$ cat config.mk
export PLATFORM = sky130hd
export DESIGN_NAME = rdcc_top
export DESIGN_NICKNAME = d
export VERILOG_FILES = /design/src/include/rdcc_pkg.sv /design/src/logic/rdcc_top.sv /design/src/logic/rdcc_sync.sv /design/src/logic/rdcc_spi_link.sv
export VERILOG_INCLUDE_DIRS = /design/src /design/src/include
export SDC_FILE = /design/constraint.sdc
export NUM_CORES = 1
export LEC_CHECK = 0
export ABC_AREA = 1
export ABC_CLOCK_PERIOD_IN_PS = 1620
export CAP_MARGIN = 15
export CORE_MARGIN = 4
export CORE_UTILIZATION = 31
export DETAILED_ROUTE_END_ITERATION = 12
export DONT_BUFFER_PORTS = 1
export GPL_ROUTABILITY_DRIVEN = 0
export PLACE_DENSITY = 0.43
export SLEW_MARGIN = 5
export SYNTH_ARGS = -nofsm -noshare
export SYNTH_HDL_FRONTEND = slang
export SYNTH_SLANG_ARGS = --single-unit
$ cat constraint.sdc
create_clock -name clock -period 1.62 [get_ports clock]
set_input_delay 0.324 -clock clock [delete_from_list [all_inputs] [get_ports clock]]
set_output_delay 0.324 -clock clock [all_outputs]
set_load 0.01 [all_outputs]
$ cat src/include/rdcc_defs.svh
// Purpose: Offsets, field positions, reset values and timing counts of the relay channel control.
// Assumes: 20 MHz system clock, APB with 32-bit data, 16-bit serial frames.
// Notes:   Definitions only.
`ifndef RDCC_DEFS_SVH
`define RDCC_DEFS_SVH

`define RDCC_CLK_MHZ          20
`define RDCC_LH_RESTART_US    1000
`define RDCC_LH_RESTART_CYC   (`RDCC_LH_RESTART_US * `RDCC_CLK_MHZ)
`define RDCC_FRAME_BITS       16

`define RDCC_OFF_CTRL         8'h00
`define RDCC_OFF_MAPA         8'h04
`define RDCC_OFF_MAPB         8'h08
`define RDCC_OFF_RESTART      8'h0C
`define RDCC_OFF_PROBE        8'h10
`define RDCC_OFF_DIAG         8'h14
`define RDCC_OFF_IRQSTAT      8'h18
`define RDCC_OFF_IRQMASK      8'h1C
`define RDCC_OFF_CHAN         8'h20

`define RDCC_SPI_CTRL         3'h0
`define RDCC_SPI_MAPA         3'h1
`define RDCC_SPI_MAPB         3'h2
`define RDCC_SPI_RESTART      3'h3
`define RDCC_SPI_PROBE        3'h4
`define RDCC_SPI_DIAG         3'h5

`define RDCC_RST_CTRL         8'h00
`define RDCC_RST_MAPA         8'h04
`define RDCC_RST_MAPB         8'h08
`define RDCC_RST_PROBE        8'h00

`define RDCC_IRQ_OVERLOAD     0
`define RDCC_IRQ_OVERTEMP     1
`define RDCC_IRQ_FRAME        2
`define RDCC_IRQ_BITS         3

`define RDCC_DIAG_OVL_LSB     0
`define RDCC_DIAG_OT_LSB      8
`define RDCC_DIAG_OSM_LSB     16

`endif

$ cat src/include/rdcc_pkg.sv
// Purpose: Types shared by the relay channel control files.
// Assumes: Nothing beyond the defs header.
// Notes:   Serial frame layout: write flag, register index, reserved, data byte.
package rdcc_pkg;

	typedef struct packed {
		logic       wr;
		logic [2:0] idx;
		logic [3:0] rsvd;
		logic [7:0] data;
	} rdcc_frame_t;

	typedef struct packed {
		logic       sclk;
		logic       sdi;
		logic       csLow;
	} rdcc_link_t;

	typedef enum logic [0:0] {
		LH_IDLE,
		LH_WAIT
	} rdcc_lh_state_t;

endpackage

$ cat src/logic/rdcc_top.sv
// Purpose: Channel control for an eight-channel relay and LED driver.
// Assumes: 20 MHz clock; serial clock of at most 5 MHz; APB master in the clock domain.
// Notes:   Analog pins (supply present, overload, over-temperature, monitor) arrive asynchronous.
// Operation
// - Control and diagnosis travel in 16-bit frames.
// - Daisy chain, also with 8-bit devices.
// - Each input pin drives its channel directly.
// - Input mapping routes inputs to any channels.
// - Limp home routes inputs to channels 2, 3.
// - Limp home switching needs idle low and no digital supply.
// - Overload latches channel off until re-enabled.
// - Limp home restarts overloaded channels 2, 3 with input high after delay.
// - Probe current enable and output status bits.
// - Serial access only with digital supply; state kept.
// - Diagnostics latched until read out.
// - Over-temperature latches channel off.
// - Serial output released while chip select high.
// - Idle pin high selects idle; undriven reads low.
// - First input to channel 2, second to 3.
`include "rdcc_defs.svh"
module rdcc_top
	import rdcc_pkg::*;
#(
	parameter int CHANNELS       = 8,
	parameter int RESTART_CYCLES = `RDCC_LH_RESTART_CYC
) (
	// Clock, reset, clock enable
	input  wire logic                clock,
	input  wire logic                rst_n,
	input  wire logic                en,
	// APB slave
	input  wire logic                psel,
	input  wire logic                penable,
	input  wire logic                pwrite,
	input  wire logic [7:0]          paddr,
	input  wire logic [31:0]         pwdata,
	output logic      [31:0]         prdata,
	output logic                     pready,
	output logic                     pslverr,
	// Serial link pins
	input  wire logic                sclk,
	input  wire logic                sdi,
	input  wire logic                chip_select_low_n,
	output logic                     sdo,
	output logic                     sdoOe,
	// Direct pins and supply
	input  wire logic                direct_input_a,
	input  wire logic                direct_input_b,
	input  wire logic                idlePin,
	input  wire logic                digitalSupplyOk,
	// Power stage feedback
	input  wire logic [CHANNELS-1:0] overload_trip_current,
	input  wire logic [CHANNELS-1:0] overTemp,
	input  wire logic [CHANNELS-1:0] output_status_monitor_bits,
	// Power stage control
	output logic      [CHANNELS-1:0] chanOn,
	output logic      [CHANNELS-1:0] open_load_probe_current,
	output logic                     idleMode,
	output logic                     limpHome,
	output logic                     irq
);
	localparam int SYN = 5 + 3 * CHANNELS;
	localparam int CW  = $clog2(RESTART_CYCLES + 1);

	// Synchronised pins.
	logic [SYN-1:0]      synIn;
	logic [SYN-1:0]      synOut;
	rdcc_link_t          linkSync;
	logic                inA;
	logic                inB;
	logic                idleSync;
	logic                vddSync;
	logic [CHANNELS-1:0] ovlSync;
	logic [CHANNELS-1:0] otSync;
	logic [CHANNELS-1:0] osmSync;

	assign synIn = {output_status_monitor_bits, overTemp, overload_trip_current,
		digitalSupplyOk, idlePin, direct_input_b, direct_input_a, sdi};

	rdcc_sync #(.WIDTH(SYN)) u_pinSync (
		.clock   (clock),
		.rst_n   (rst_n),
		.en      (en),
		.asyncIn (synIn),
		.syncOut (synOut)
	);

	// Chip select and serial clock are synchronised apart so chip select can reset high.
	logic [1:0] csStage_q;
	logic [1:0] sclkStage_q;
	always_ff @(posedge clock or negedge rst_n) begin
		if (!rst_n) begin
			csStage_q   <= 2'b11;
			sclkStage_q <= 2'b00;
		end else if (en) begin
			csStage_q   <= {csStage_q[0], chip_select_low_n};
			sclkStage_q <= {sclkStage_q[0], sclk};
		end
	end

	assign linkSync.sdi   = synOut[0];
	assign linkSync.csLow = csStage_q[1];
	assign linkSync.sclk  = sclkStage_q[1];
	assign inA            = synOut[1];
	assign inB            = synOut[2];
	assign idleSync       = synOut[3];
	assign vddSync        = synOut[4];
	assign ovlSync        = synOut[5 +: CHANNELS];
	assign otSync         = synOut[5 + CHANNELS +: CHANNELS];
	assign osmSync        = synOut[5 + 2 * CHANNELS +: CHANNELS];

	// Control registers.
	logic [CHANNELS-1:0]      ctrl_q;
	logic [CHANNELS-1:0]      mapA_q;
	logic [CHANNELS-1:0]      mapB_q;
	logic [CHANNELS-1:0]      ovlLatch_q;
	logic [CHANNELS-1:0]      otLatch_q;
	logic [CHANNELS-1:0]      diagOvl_q;
	logic [CHANNELS-1:0]      diagOt_q;
	logic [`RDCC_IRQ_BITS-1:0] irqStat_q;
	logic [`RDCC_IRQ_BITS-1:0] irqMask_q;
	logic [15:0]              txWord_q;
	rdcc_lh_state_t           lhState_q;
	logic [CW-1:0]            lhCount_q;

	// Serial engine.
	rdcc_frame_t rxFrame;
	logic        rxValid;
	logic        sdoRaw;

	rdcc_spi_link u_link (
		.clock   (clock),
		.rst_n   (rst_n),
		.en      (en),
		.link    (linkSync),
		.txWord  (txWord_q),
		.rxFrame (rxFrame),
		.rxValid (rxValid),
		.sdo     (sdoRaw)
	);

	// Frames are only taken while the digital supply is present.
	wire spiTake = rxValid & vddSync;
	wire spiWr   = spiTake & rxFrame.wr;

	function automatic logic hit(input logic [2:0] idx, input logic [2:0] want);
		return spiWr && (idx == want);
	endfunction

	// APB decode: a write or read takes effect at the edge that sees pready high.
	wire apbDone = psel & penable & pready;
	wire apbWr   = apbDone & pwrite;
	wire apbRd   = apbDone & ~pwrite;
	wire mapped  = (paddr == `RDCC_OFF_CTRL) || (paddr == `RDCC_OFF_MAPA) ||
		(paddr == `RDCC_OFF_MAPB) || (paddr == `RDCC_OFF_RESTART) ||
		(paddr == `RDCC_OFF_PROBE) || (paddr == `RDCC_OFF_DIAG) ||
		(paddr == `RDCC_OFF_IRQSTAT) || (paddr == `RDCC_OFF_IRQMASK) ||
		(paddr == `RDCC_OFF_CHAN);

	function automatic logic apbHit(input logic [7:0] a, input logic [7:0] want);
		return (a == want);
	endfunction

	wire [CHANNELS-1:0] wData = pwdata[CHANNELS-1:0];
	wire [CHANNELS-1:0] sData = rxFrame.data[CHANNELS-1:0];
	wire ctrlWr  = hit(rxFrame.idx, `RDCC_SPI_CTRL) | (apbWr & apbHit(paddr, `RDCC_OFF_CTRL));
	wire mapAWr  = hit(rxFrame.idx, `RDCC_SPI_MAPA) | (apbWr & apbHit(paddr, `RDCC_OFF_MAPA));
	wire mapBWr  = hit(rxFrame.idx, `RDCC_SPI_MAPB) | (apbWr & apbHit(paddr, `RDCC_OFF_MAPB));
	wire probeWr = hit(rxFrame.idx, `RDCC_SPI_PROBE) | (apbWr & apbHit(paddr, `RDCC_OFF_PROBE));
	wire [CHANNELS-1:0] newVal = spiWr ? sData : wData;

	// Restart command: ones release the latched-off channels.
	wire [CHANNELS-1:0] restartSpi = hit(rxFrame.idx, `RDCC_SPI_RESTART) ? sData : '0;
	wire [CHANNELS-1:0] restartApb =
		(apbWr & apbHit(paddr, `RDCC_OFF_RESTART)) ? wData : '0;

	// Diagnostics clear on read from either side.
	wire diagRead = (apbRd & apbHit(paddr, `RDCC_OFF_DIAG)) |
		(spiTake & ~rxFrame.wr & (rxFrame.idx == `RDCC_SPI_DIAG));

	// Limp home: idle pin low and no digital supply.
	wire lhMode = ~idleSync & ~vddSync;

	// Channel demand.
	logic [CHANNELS-1:0] demand;
	always_comb begin
		demand = ctrl_q | (mapA_q & {CHANNELS{inA}}) | (mapB_q & {CHANNELS{inB}});
		if (lhMode) begin
			demand    = ctrl_q;
			demand[2] = inA;
			demand[3] = inB;
		end
	end

	wire [CHANNELS-1:0] latched = ovlLatch_q | otLatch_q;
	wire [CHANNELS-1:0] ovlTrip = ovlSync & chanOn;
	wire [CHANNELS-1:0] otTrip  = otSync;

	// Limp-home restart of channels 2 and 3 whose input is high.
	wire lhDone = (lhState_q == LH_WAIT) && (lhCount_q == CW'(RESTART_CYCLES - 1));
	logic [CHANNELS-1:0] lhRestart;
	always_comb begin
		lhRestart    = '0;
		lhRestart[2] = lhDone & inA;
		lhRestart[3] = lhDone & inB;
	end
	wire lhPending = lhMode & ((ovlLatch_q[2] & inA) | (ovlLatch_q[3] & inB));

	always_ff @(posedge clock or negedge rst_n) begin
		if (!rst_n) begin
			lhState_q <= LH_IDLE;
			lhCount_q <= '0;
		end else if (en) begin
			case (lhState_q)
				LH_IDLE: begin
					lhCount_q <= '0;
					if (lhPending) begin
						lhState_q <= LH_WAIT;
					end
				end
				LH_WAIT: begin
					lhCount_q <= lhCount_q + CW'(1);
					if (!lhPending || lhDone) begin
						lhState_q <= LH_IDLE;
					end
				end
				default: begin
					lhState_q <= LH_IDLE;
				end
			endcase
		end
	end

	// Configuration; serial writes and APB writes share the registers.
	always_ff @(posedge clock or negedge rst_n) begin
		if (!rst_n) begin
			ctrl_q                  <= CHANNELS'(`RDCC_RST_CTRL);
			mapA_q                  <= CHANNELS'(`RDCC_RST_MAPA);
			mapB_q                  <= CHANNELS'(`RDCC_RST_MAPB);
			open_load_probe_current <= CHANNELS'(`RDCC_RST_PROBE);
		end else if (en) begin
			if (ctrlWr) begin
				ctrl_q <= newVal;
			end
			if (mapAWr) begin
				mapA_q <= newVal;
			end
			if (mapBWr) begin
				mapB_q <= newVal;
			end
			if (probeWr) begin
				open_load_probe_current <= newVal;
			end
		end
	end

	// Protection latches: a trip in the same cycle as a restart wins.
	always_ff @(posedge clock or negedge rst_n) begin
		if (!rst_n) begin
			ovlLatch_q <= '0;
			otLatch_q  <= '0;
		end else if (en) begin
			ovlLatch_q <= (ovlLatch_q & ~(restartSpi | restartApb | lhRestart)) | ovlTrip;
			otLatch_q  <= (otLatch_q & ~(restartSpi | restartApb)) | otTrip;
		end
	end

	// Latched diagnosis; an event in the read cycle is kept.
	always_ff @(posedge clock or negedge rst_n) begin
		if (!rst_n) begin
			diagOvl_q <= '0;
			diagOt_q  <= '0;
		end else if (en) begin
			diagOvl_q <= (diagRead ? '0 : diagOvl_q) | ovlTrip;
			diagOt_q  <= (diagRead ? '0 : diagOt_q) | otTrip;
		end
	end

	// Outputs to the power stage.
	always_ff @(posedge clock or negedge rst_n) begin
		if (!rst_n) begin
			chanOn   <= '0;
			idleMode <= 1'b0;
			limpHome <= 1'b0;
		end else if (en) begin
			chanOn   <= demand & ~latched & ~(ovlTrip | otTrip);
			idleMode <= idleSync;
			limpHome <= lhMode;
		end
	end

	// Serial answer for the next frame: addressed register on a read, else diagnosis.
	logic [7:0] spiRead;
	always_comb begin
		case (rxFrame.idx)
			`RDCC_SPI_CTRL:  spiRead = 8'(ctrl_q);
			`RDCC_SPI_MAPA:  spiRead = 8'(mapA_q);
			`RDCC_SPI_MAPB:  spiRead = 8'(mapB_q);
			`RDCC_SPI_PROBE: spiRead = 8'(open_load_probe_current);
			`RDCC_SPI_DIAG:  spiRead = 8'(diagOvl_q | diagOt_q);
			default:         spiRead = 8'(osmSync);
		endcase
	end

	always_ff @(posedge clock or negedge rst_n) begin
		if (!rst_n) begin
			txWord_q <= 16'h0000;
			sdo      <= 1'b0;
			sdoOe    <= 1'b0;
		end else if (en) begin
			if (spiTake) begin
				txWord_q <= rxFrame.wr ? {8'(diagOt_q), 8'(diagOvl_q)} :
					{1'b0, rxFrame.idx, 4'h0, spiRead};
			end
			sdo   <= sdoRaw;
			sdoOe <= ~linkSync.csLow & vddSync;
		end
	end

	// Interrupt status, write one to clear; a new event wins over the clear.
	wire [`RDCC_IRQ_BITS-1:0] irqEvt = {spiTake, |otTrip, |ovlTrip};
	wire [`RDCC_IRQ_BITS-1:0] irqClr =
		(apbWr & apbHit(paddr, `RDCC_OFF_IRQSTAT)) ? pwdata[`RDCC_IRQ_BITS-1:0] : '0;

	always_ff @(posedge clock or negedge rst_n) begin
		if (!rst_n) begin
			irqStat_q <= '0;
			irqMask_q <= '0;
			irq       <= 1'b0;
		end else if (en) begin
			irqStat_q <= (irqStat_q & ~irqClr) | irqEvt;
			if (apbWr && apbHit(paddr, `RDCC_OFF_IRQMASK)) begin
				irqMask_q <= pwdata[`RDCC_IRQ_BITS-1:0];
			end
			irq <= |(irqStat_q & irqMask_q);
		end
	end

	// APB read mux, sampled in the setup cycle so the access phase ends in one cycle.
	logic [31:0] rdMux;
	always_comb begin
		rdMux = 32'h0000_0000;
		case (paddr)
			`RDCC_OFF_CTRL:    rdMux[CHANNELS-1:0] = ctrl_q;
			`RDCC_OFF_MAPA:    rdMux[CHANNELS-1:0] = mapA_q;
			`RDCC_OFF_MAPB:    rdMux[CHANNELS-1:0] = mapB_q;
			`RDCC_OFF_PROBE:   rdMux[CHANNELS-1:0] = open_load_probe_current;
			`RDCC_OFF_DIAG: begin
				rdMux[`RDCC_DIAG_OVL_LSB +: CHANNELS] = diagOvl_q;
				rdMux[`RDCC_DIAG_OT_LSB +: CHANNELS]  = diagOt_q;
				rdMux[`RDCC_DIAG_OSM_LSB +: CHANNELS] = osmSync;
			end
			`RDCC_OFF_IRQSTAT: rdMux[`RDCC_IRQ_BITS-1:0] = irqStat_q;
			`RDCC_OFF_IRQMASK: rdMux[`RDCC_IRQ_BITS-1:0] = irqMask_q;
			`RDCC_OFF_CHAN:    rdMux[CHANNELS-1:0] = chanOn;
			default:           rdMux = 32'h0000_0000;
		endcase
	end

	always_ff @(posedge clock or negedge rst_n) begin
		if (!rst_n) begin
			prdata  <= 32'h0000_0000;
			pready  <= 1'b0;
			pslverr <= 1'b0;
		end else if (en) begin
			if (psel && !penable) begin
				prdata  <= pwrite ? 32'h0000_0000 : rdMux;
				pready  <= 1'b1;
				pslverr <= ~mapped;
			end else if (apbDone) begin
				pready  <= 1'b0;
				pslverr <= 1'b0;
			end
		end
	end
endmodule

$ cat src/logic/rdcc_sync.sv
// Purpose: Two flip-flop synchroniser for a bundle of asynchronous levels.
// Assumes: Inputs are levels from outside the clock domain.
// Notes:   The first stage is read only by the second.
module rdcc_sync #(
	parameter int WIDTH = 1
) (
	// Clock and reset
	input  wire logic             clock,
	input  wire logic             rst_n,
	input  wire logic             en,
	// Data
	input  wire logic [WIDTH-1:0] asyncIn,
	output logic      [WIDTH-1:0] syncOut
);
	logic [WIDTH-1:0] stage1_q;

	generate
		for (genvar i = 0; i < WIDTH; i++) begin : g_bit
			always_ff @(posedge clock or negedge rst_n) begin
				if (!rst_n) begin
					stage1_q[i] <= 1'b0;
					syncOut[i]  <= 1'b0;
				end else if (en) begin
					stage1_q[i] <= asyncIn[i];
					syncOut[i]  <= stage1_q[i];
				end
			end
		end
	endgenerate
endmodule

$ cat src/logic/rdcc_spi_link.sv
// Purpose: 16-bit serial slave engine, oversampled by the system clock.
// Assumes: Link signals arrive already synchronised; serial clock idles low, mode 0.
// Notes:   Data shifts through, so extra bits of a daisy chain pass to the next device.
`include "rdcc_defs.svh"
module rdcc_spi_link
	import rdcc_pkg::*;
(
	// Clock and reset
	input  wire logic        clock,
	input  wire logic        rst_n,
	input  wire logic        en,
	// Synchronised link
	input  rdcc_link_t       link,
	// Frame exchange
	input  wire logic [15:0] txWord,
	output rdcc_frame_t      rxFrame,
	output logic             rxValid,
	output logic             sdo
);
	logic [15:0] shift_q;
	logic [4:0]  count_q;
	logic        sclkPrev_q;
	logic        csPrev_q;

	wire sclkRise = link.sclk & ~sclkPrev_q;
	wire sclkFall = ~link.sclk & sclkPrev_q;
	wire csFall   = ~link.csLow & csPrev_q;
	wire csRise   = link.csLow & ~csPrev_q;
	wire active   = ~link.csLow;
	wire full     = (count_q >= 5'(`RDCC_FRAME_BITS));

	always_ff @(posedge clock or negedge rst_n) begin
		if (!rst_n) begin
			shift_q    <= 16'h0000;
			count_q    <= 5'h00;
			sclkPrev_q <= 1'b0;
			csPrev_q   <= 1'b1;
			rxFrame    <= '0;
			rxValid    <= 1'b0;
			sdo        <= 1'b0;
		end else if (en) begin
			sclkPrev_q <= link.sclk;
			csPrev_q   <= link.csLow;
			rxValid    <= 1'b0;
			if (csFall) begin
				shift_q <= txWord;
				count_q <= 5'h00;
				sdo     <= txWord[15];
			end else if (active && sclkRise) begin
				shift_q <= {shift_q[14:0], link.sdi};
				if (!full) begin
					count_q <= count_q + 5'h01;
				end
			end else if (active && sclkFall) begin
				sdo <= shift_q[15];
			end
			// Frames shorter than 16 bits are dropped; longer ones keep the last 16 bits.
			if (csRise && full) begin
				rxFrame <= rdcc_frame_t'(shift_q);
				rxValid <= 1'b1;
			end
		end
	end
endmodule

==> results.py <==
metrics = {
    "status": {
        "status": "complete, but fails checks",
        "violations": "hold timing",
    },
    "floorplan": {
        "die_height_um": 200,
        "rows": 70,
        "die_w_um": 200,
        "start_util": 0.314,
        "io_pins": 132,
        "core_area_sq_um": 36600,
        "die_area_sq_um": 40200,
    },
    "clock_network": {
        "cts_sinks": 240,
        "clk_latency_ns": 0.56,
        "cts_root_buffer": "clkbuf_16",
        "clk_pin_slew_ns": 0.06,
        "numCtsBuffers": 29,
        "htreeDepth": 1,
        "cts_tree": "done",
        "cts_buffer_depth": 3,
    },
    "critical_path": {
        "critPathMaxFanout": 6,
        "arrival_ns": 2.01,
        "cp.required_ns": 2.06,
        "path_buf_inv": 2,
        "crit_path_top_delay_cell": "dfrtp_2",
        "crit_family": "simple AND/OR/NAND/NOR gates",
        "cpMostUsedCell": "buf_4",
        "cpPeakStageDelay_ns": 0.50,
        "worstSetupPathType": "flip-flop to flip-flop",
        "start_kind": "flip-flop",
        "crit_path_end_kind": "flip-flop",
        "worstPathCellList": "nor2_4 > buf_4 > nor2_2 > buf_4 > a21oi_1 > nand4_1 > nand3_1 > nand2_1",
    },
    "sta": {
        "post-route-period-util": 0.965,
        "setup_viol": 0,
        "fin_skew_ns": 0.00645,
        "fin_crit_ns": 1.56,
        "fmax_mhz": 639,
        "hold_viol": 240,
        "maxSlewViolCount": 0,
        "holdWs_ns": -0.541,
        "tightest_slew_ns": 0.631,
        "rsz0062_at_grt": "yes",
        "slew_headroom": 0.578,
    },
    "grt": {
        "grt_antenna_before_repair": 3,
        "grt_pass1_vias": 9753,
        "grt_max_degree": 241,
        "overflow": 0,
        "grt_pass1_wl_um": 59200,
        "track_usage": 0.187,
    },
    "yosys": {
        "syn_area_per_cell_sq_um": 8.14,
        "synth-async-reset-ratio": 1.00,
        "synthTopCellsByCount": "500 x nand2_1, 235 x dfrtp_1, 137 x inv_1, 127 x o21ai_0, 78 x nand3_1",
        "synth_top_area_cell": "dfrtp_1",
        "synth_top_area_share": 0.512,
        "synth_area_sq_um": 11500,
        "synth_edf_count": 0,
        "ys.warnings.count": 0,
        "synth-seq-cells": 240,
        "post-synth-top-count-cell": "nand2_1",
        "synth_area_leaders": "dfrtp_1 51%, nand2_1 16%, o21ai_0 5.5%",
        "syn-instance-count": 1411,
        "ys_types": 48,
        "synth_ff_type": "dfrtp_1",
        "yosysSeqAreaShare": 0.524,
    },
    "final_layout": {
        "finalInstanceArea_sq_um": 14400,
        "layout-drive-gt1-share": 0.148,
        "seq_area_sq_um": 6020,
        "n_antenna_cell": 0,
        "nFillCells": 3791,
        "area_delta_synth_final_pct": 25.1,
        "num-nets-final": 1634,
        "postLayoutCoreUtil": 0.392,
        "multi_input_area_sq_um": 4680,
    },
    "power": {
        "power_density_nw_per_um2": 1160,
        "ir_worst_vdd_uv": 754,
        "power_mw": 16.7,
        "power_leakage_nw": 7.11,
    },
    "drt": {
        "num_vias": 9890,
        "routed_wl_um": 38400,
        "drt.antenna.violating_nets": 0,
        "drt_iter0_markers": 666,
        "routedWlPerCell_um": 18.8,
        "post-route-drc-count": 0,
        "avgViaCountPerCell": 4.84,
        "drt_pre_antenna_iters": 5,
    },
    "run": {
        "max_cap_violations": 0,
    },
    "placed_design": {
        "postPlaceCellArea_sq_um": 12500,
        "dp_hpwl_um": 26900,
        "portBuffers": 0,
    },
    "worst_hold_path": {
        "holdCritPathClass": "input pin to asynchronous set/reset pin",
    },
}
area by class of cell:
cell class / count / area share
clock buffers: 40 / 0.0583
inverters: 147 / 0.0388
repair buffers: 161 / 0.108
multi-input cells: 975 / 0.326
flip-flops and latches: 240 / 0.419
well taps: 468 / 0.0408
clock inverters: 14 / 0.00967
layer usage:
| metal | up-vias | wire length (um) | track usage |
|---|---|---|---|
| met5 | - | 21 | 0 |
| met4 | 4 | 1210 | 0.0563 |
| met3 | 65 | 2100 | 0.0370 |
| met2 | 221 | 17300 | 0.291 |
| met1 | 4760 | 17700 | 0.264 |
| li1 | 4840 | - | - |
cells by family after synthesis:
group           count (synthesis)  synth area share
compound gates                245             0.126
buf+inv                       204            0.0799
simple gates                  716             0.266
other cells                     1          0.000327
xor+xnor                        2           0.00153
flops                         240             0.524
fa+ha+maj                       3           0.00327
registers in the layout (all words and copies together), names as in the netlist, 12 cells and up:
name / cells
lhCount_q: 15
prdata: 24
txWord_q: 16
u_link.rxFrame: 12
u_link.shift_q: 16
u_pinSync.stage1_q: 29
u_pinSync.syncOut: 29
stage by stage:
step,worst slack [ns],TNS (ns),instances
final,0.0559,0,2045
after global routing,-0.0198,-0.0413,2045
after CTS,0.0131,0,2039
after detailed placement,-0.0951,-0.562,1918
after global placement,-0.0756,-0.173,1918
after floorplan,0.178,0,1418
worst paths after layout:
check	startpoint	end	slack [ns]	cells past startpoint
max	u_link.rxFrame[12]	txWord_q[2]	0.06	8
min	rst_n	prdata[23]	-0.54	0
max reg2reg	u_link.rxFrame[12]	txWord_q[2]	0.06	8
min reg2reg	csStage_q[0]	csStage_q[0]	0.47	2
max in group asynchronous	rst_n	lhCount_q[8]	1.78	0
min in group clock	pwdata[0]	otLatch_q[0]	0.04	3
cell usage in the layout, fill, tap and decap left out, types with 3 or more instances in the layout:
cell type      instances
a31oi_1                7
nand2_2               12
nor2_4                 9
o22ai_1               10
a22oi_1                8
o211ai_1              12
o21ai_0              122
buf_12                11
clkbuf_1               4
nor2_2                10
nand2_4                6
nor3_1                 8
dfstp_2                5
nor4_1                 4
nand4_1               19
dlygate4sd3_1         65
nand2_1              497
a21oi_1               36
clkinv_2               6
nand3_1               77
dfrtp_2                4
nor2_1                65
o31ai_1               18
a21oi_2                4
buf_4                 80
o21ai_1                6
dfrtp_1              231
o21ai_2               12
clkbuf_8               7
clkbuf_16             29
clkinvlp_4             3
inv_2                 11
inv_1                134
conb_1                 8
buf_6                  4
repair_timing:
action                     4_1_cts  5_1_grt
cloned                           0        1
hold buffers                    65        1
pin swaps                        1       10
hold endpoints to repair       343      241
buffers inserted                 2        4
resized for setup                6       36
setup endpoints to repair       22       42
power by group:
group	total, mW	leakage (nW)	internal [mW]	switching [mW]
registers	7.32	2.96	6.73	0.593
logic	2.72	3.67	1.10	1.62
clock network	6.66	0.478	3.93	2.72
total	16.7	7.11	11.8	4.94
Power figures use the tool's default switching activity.
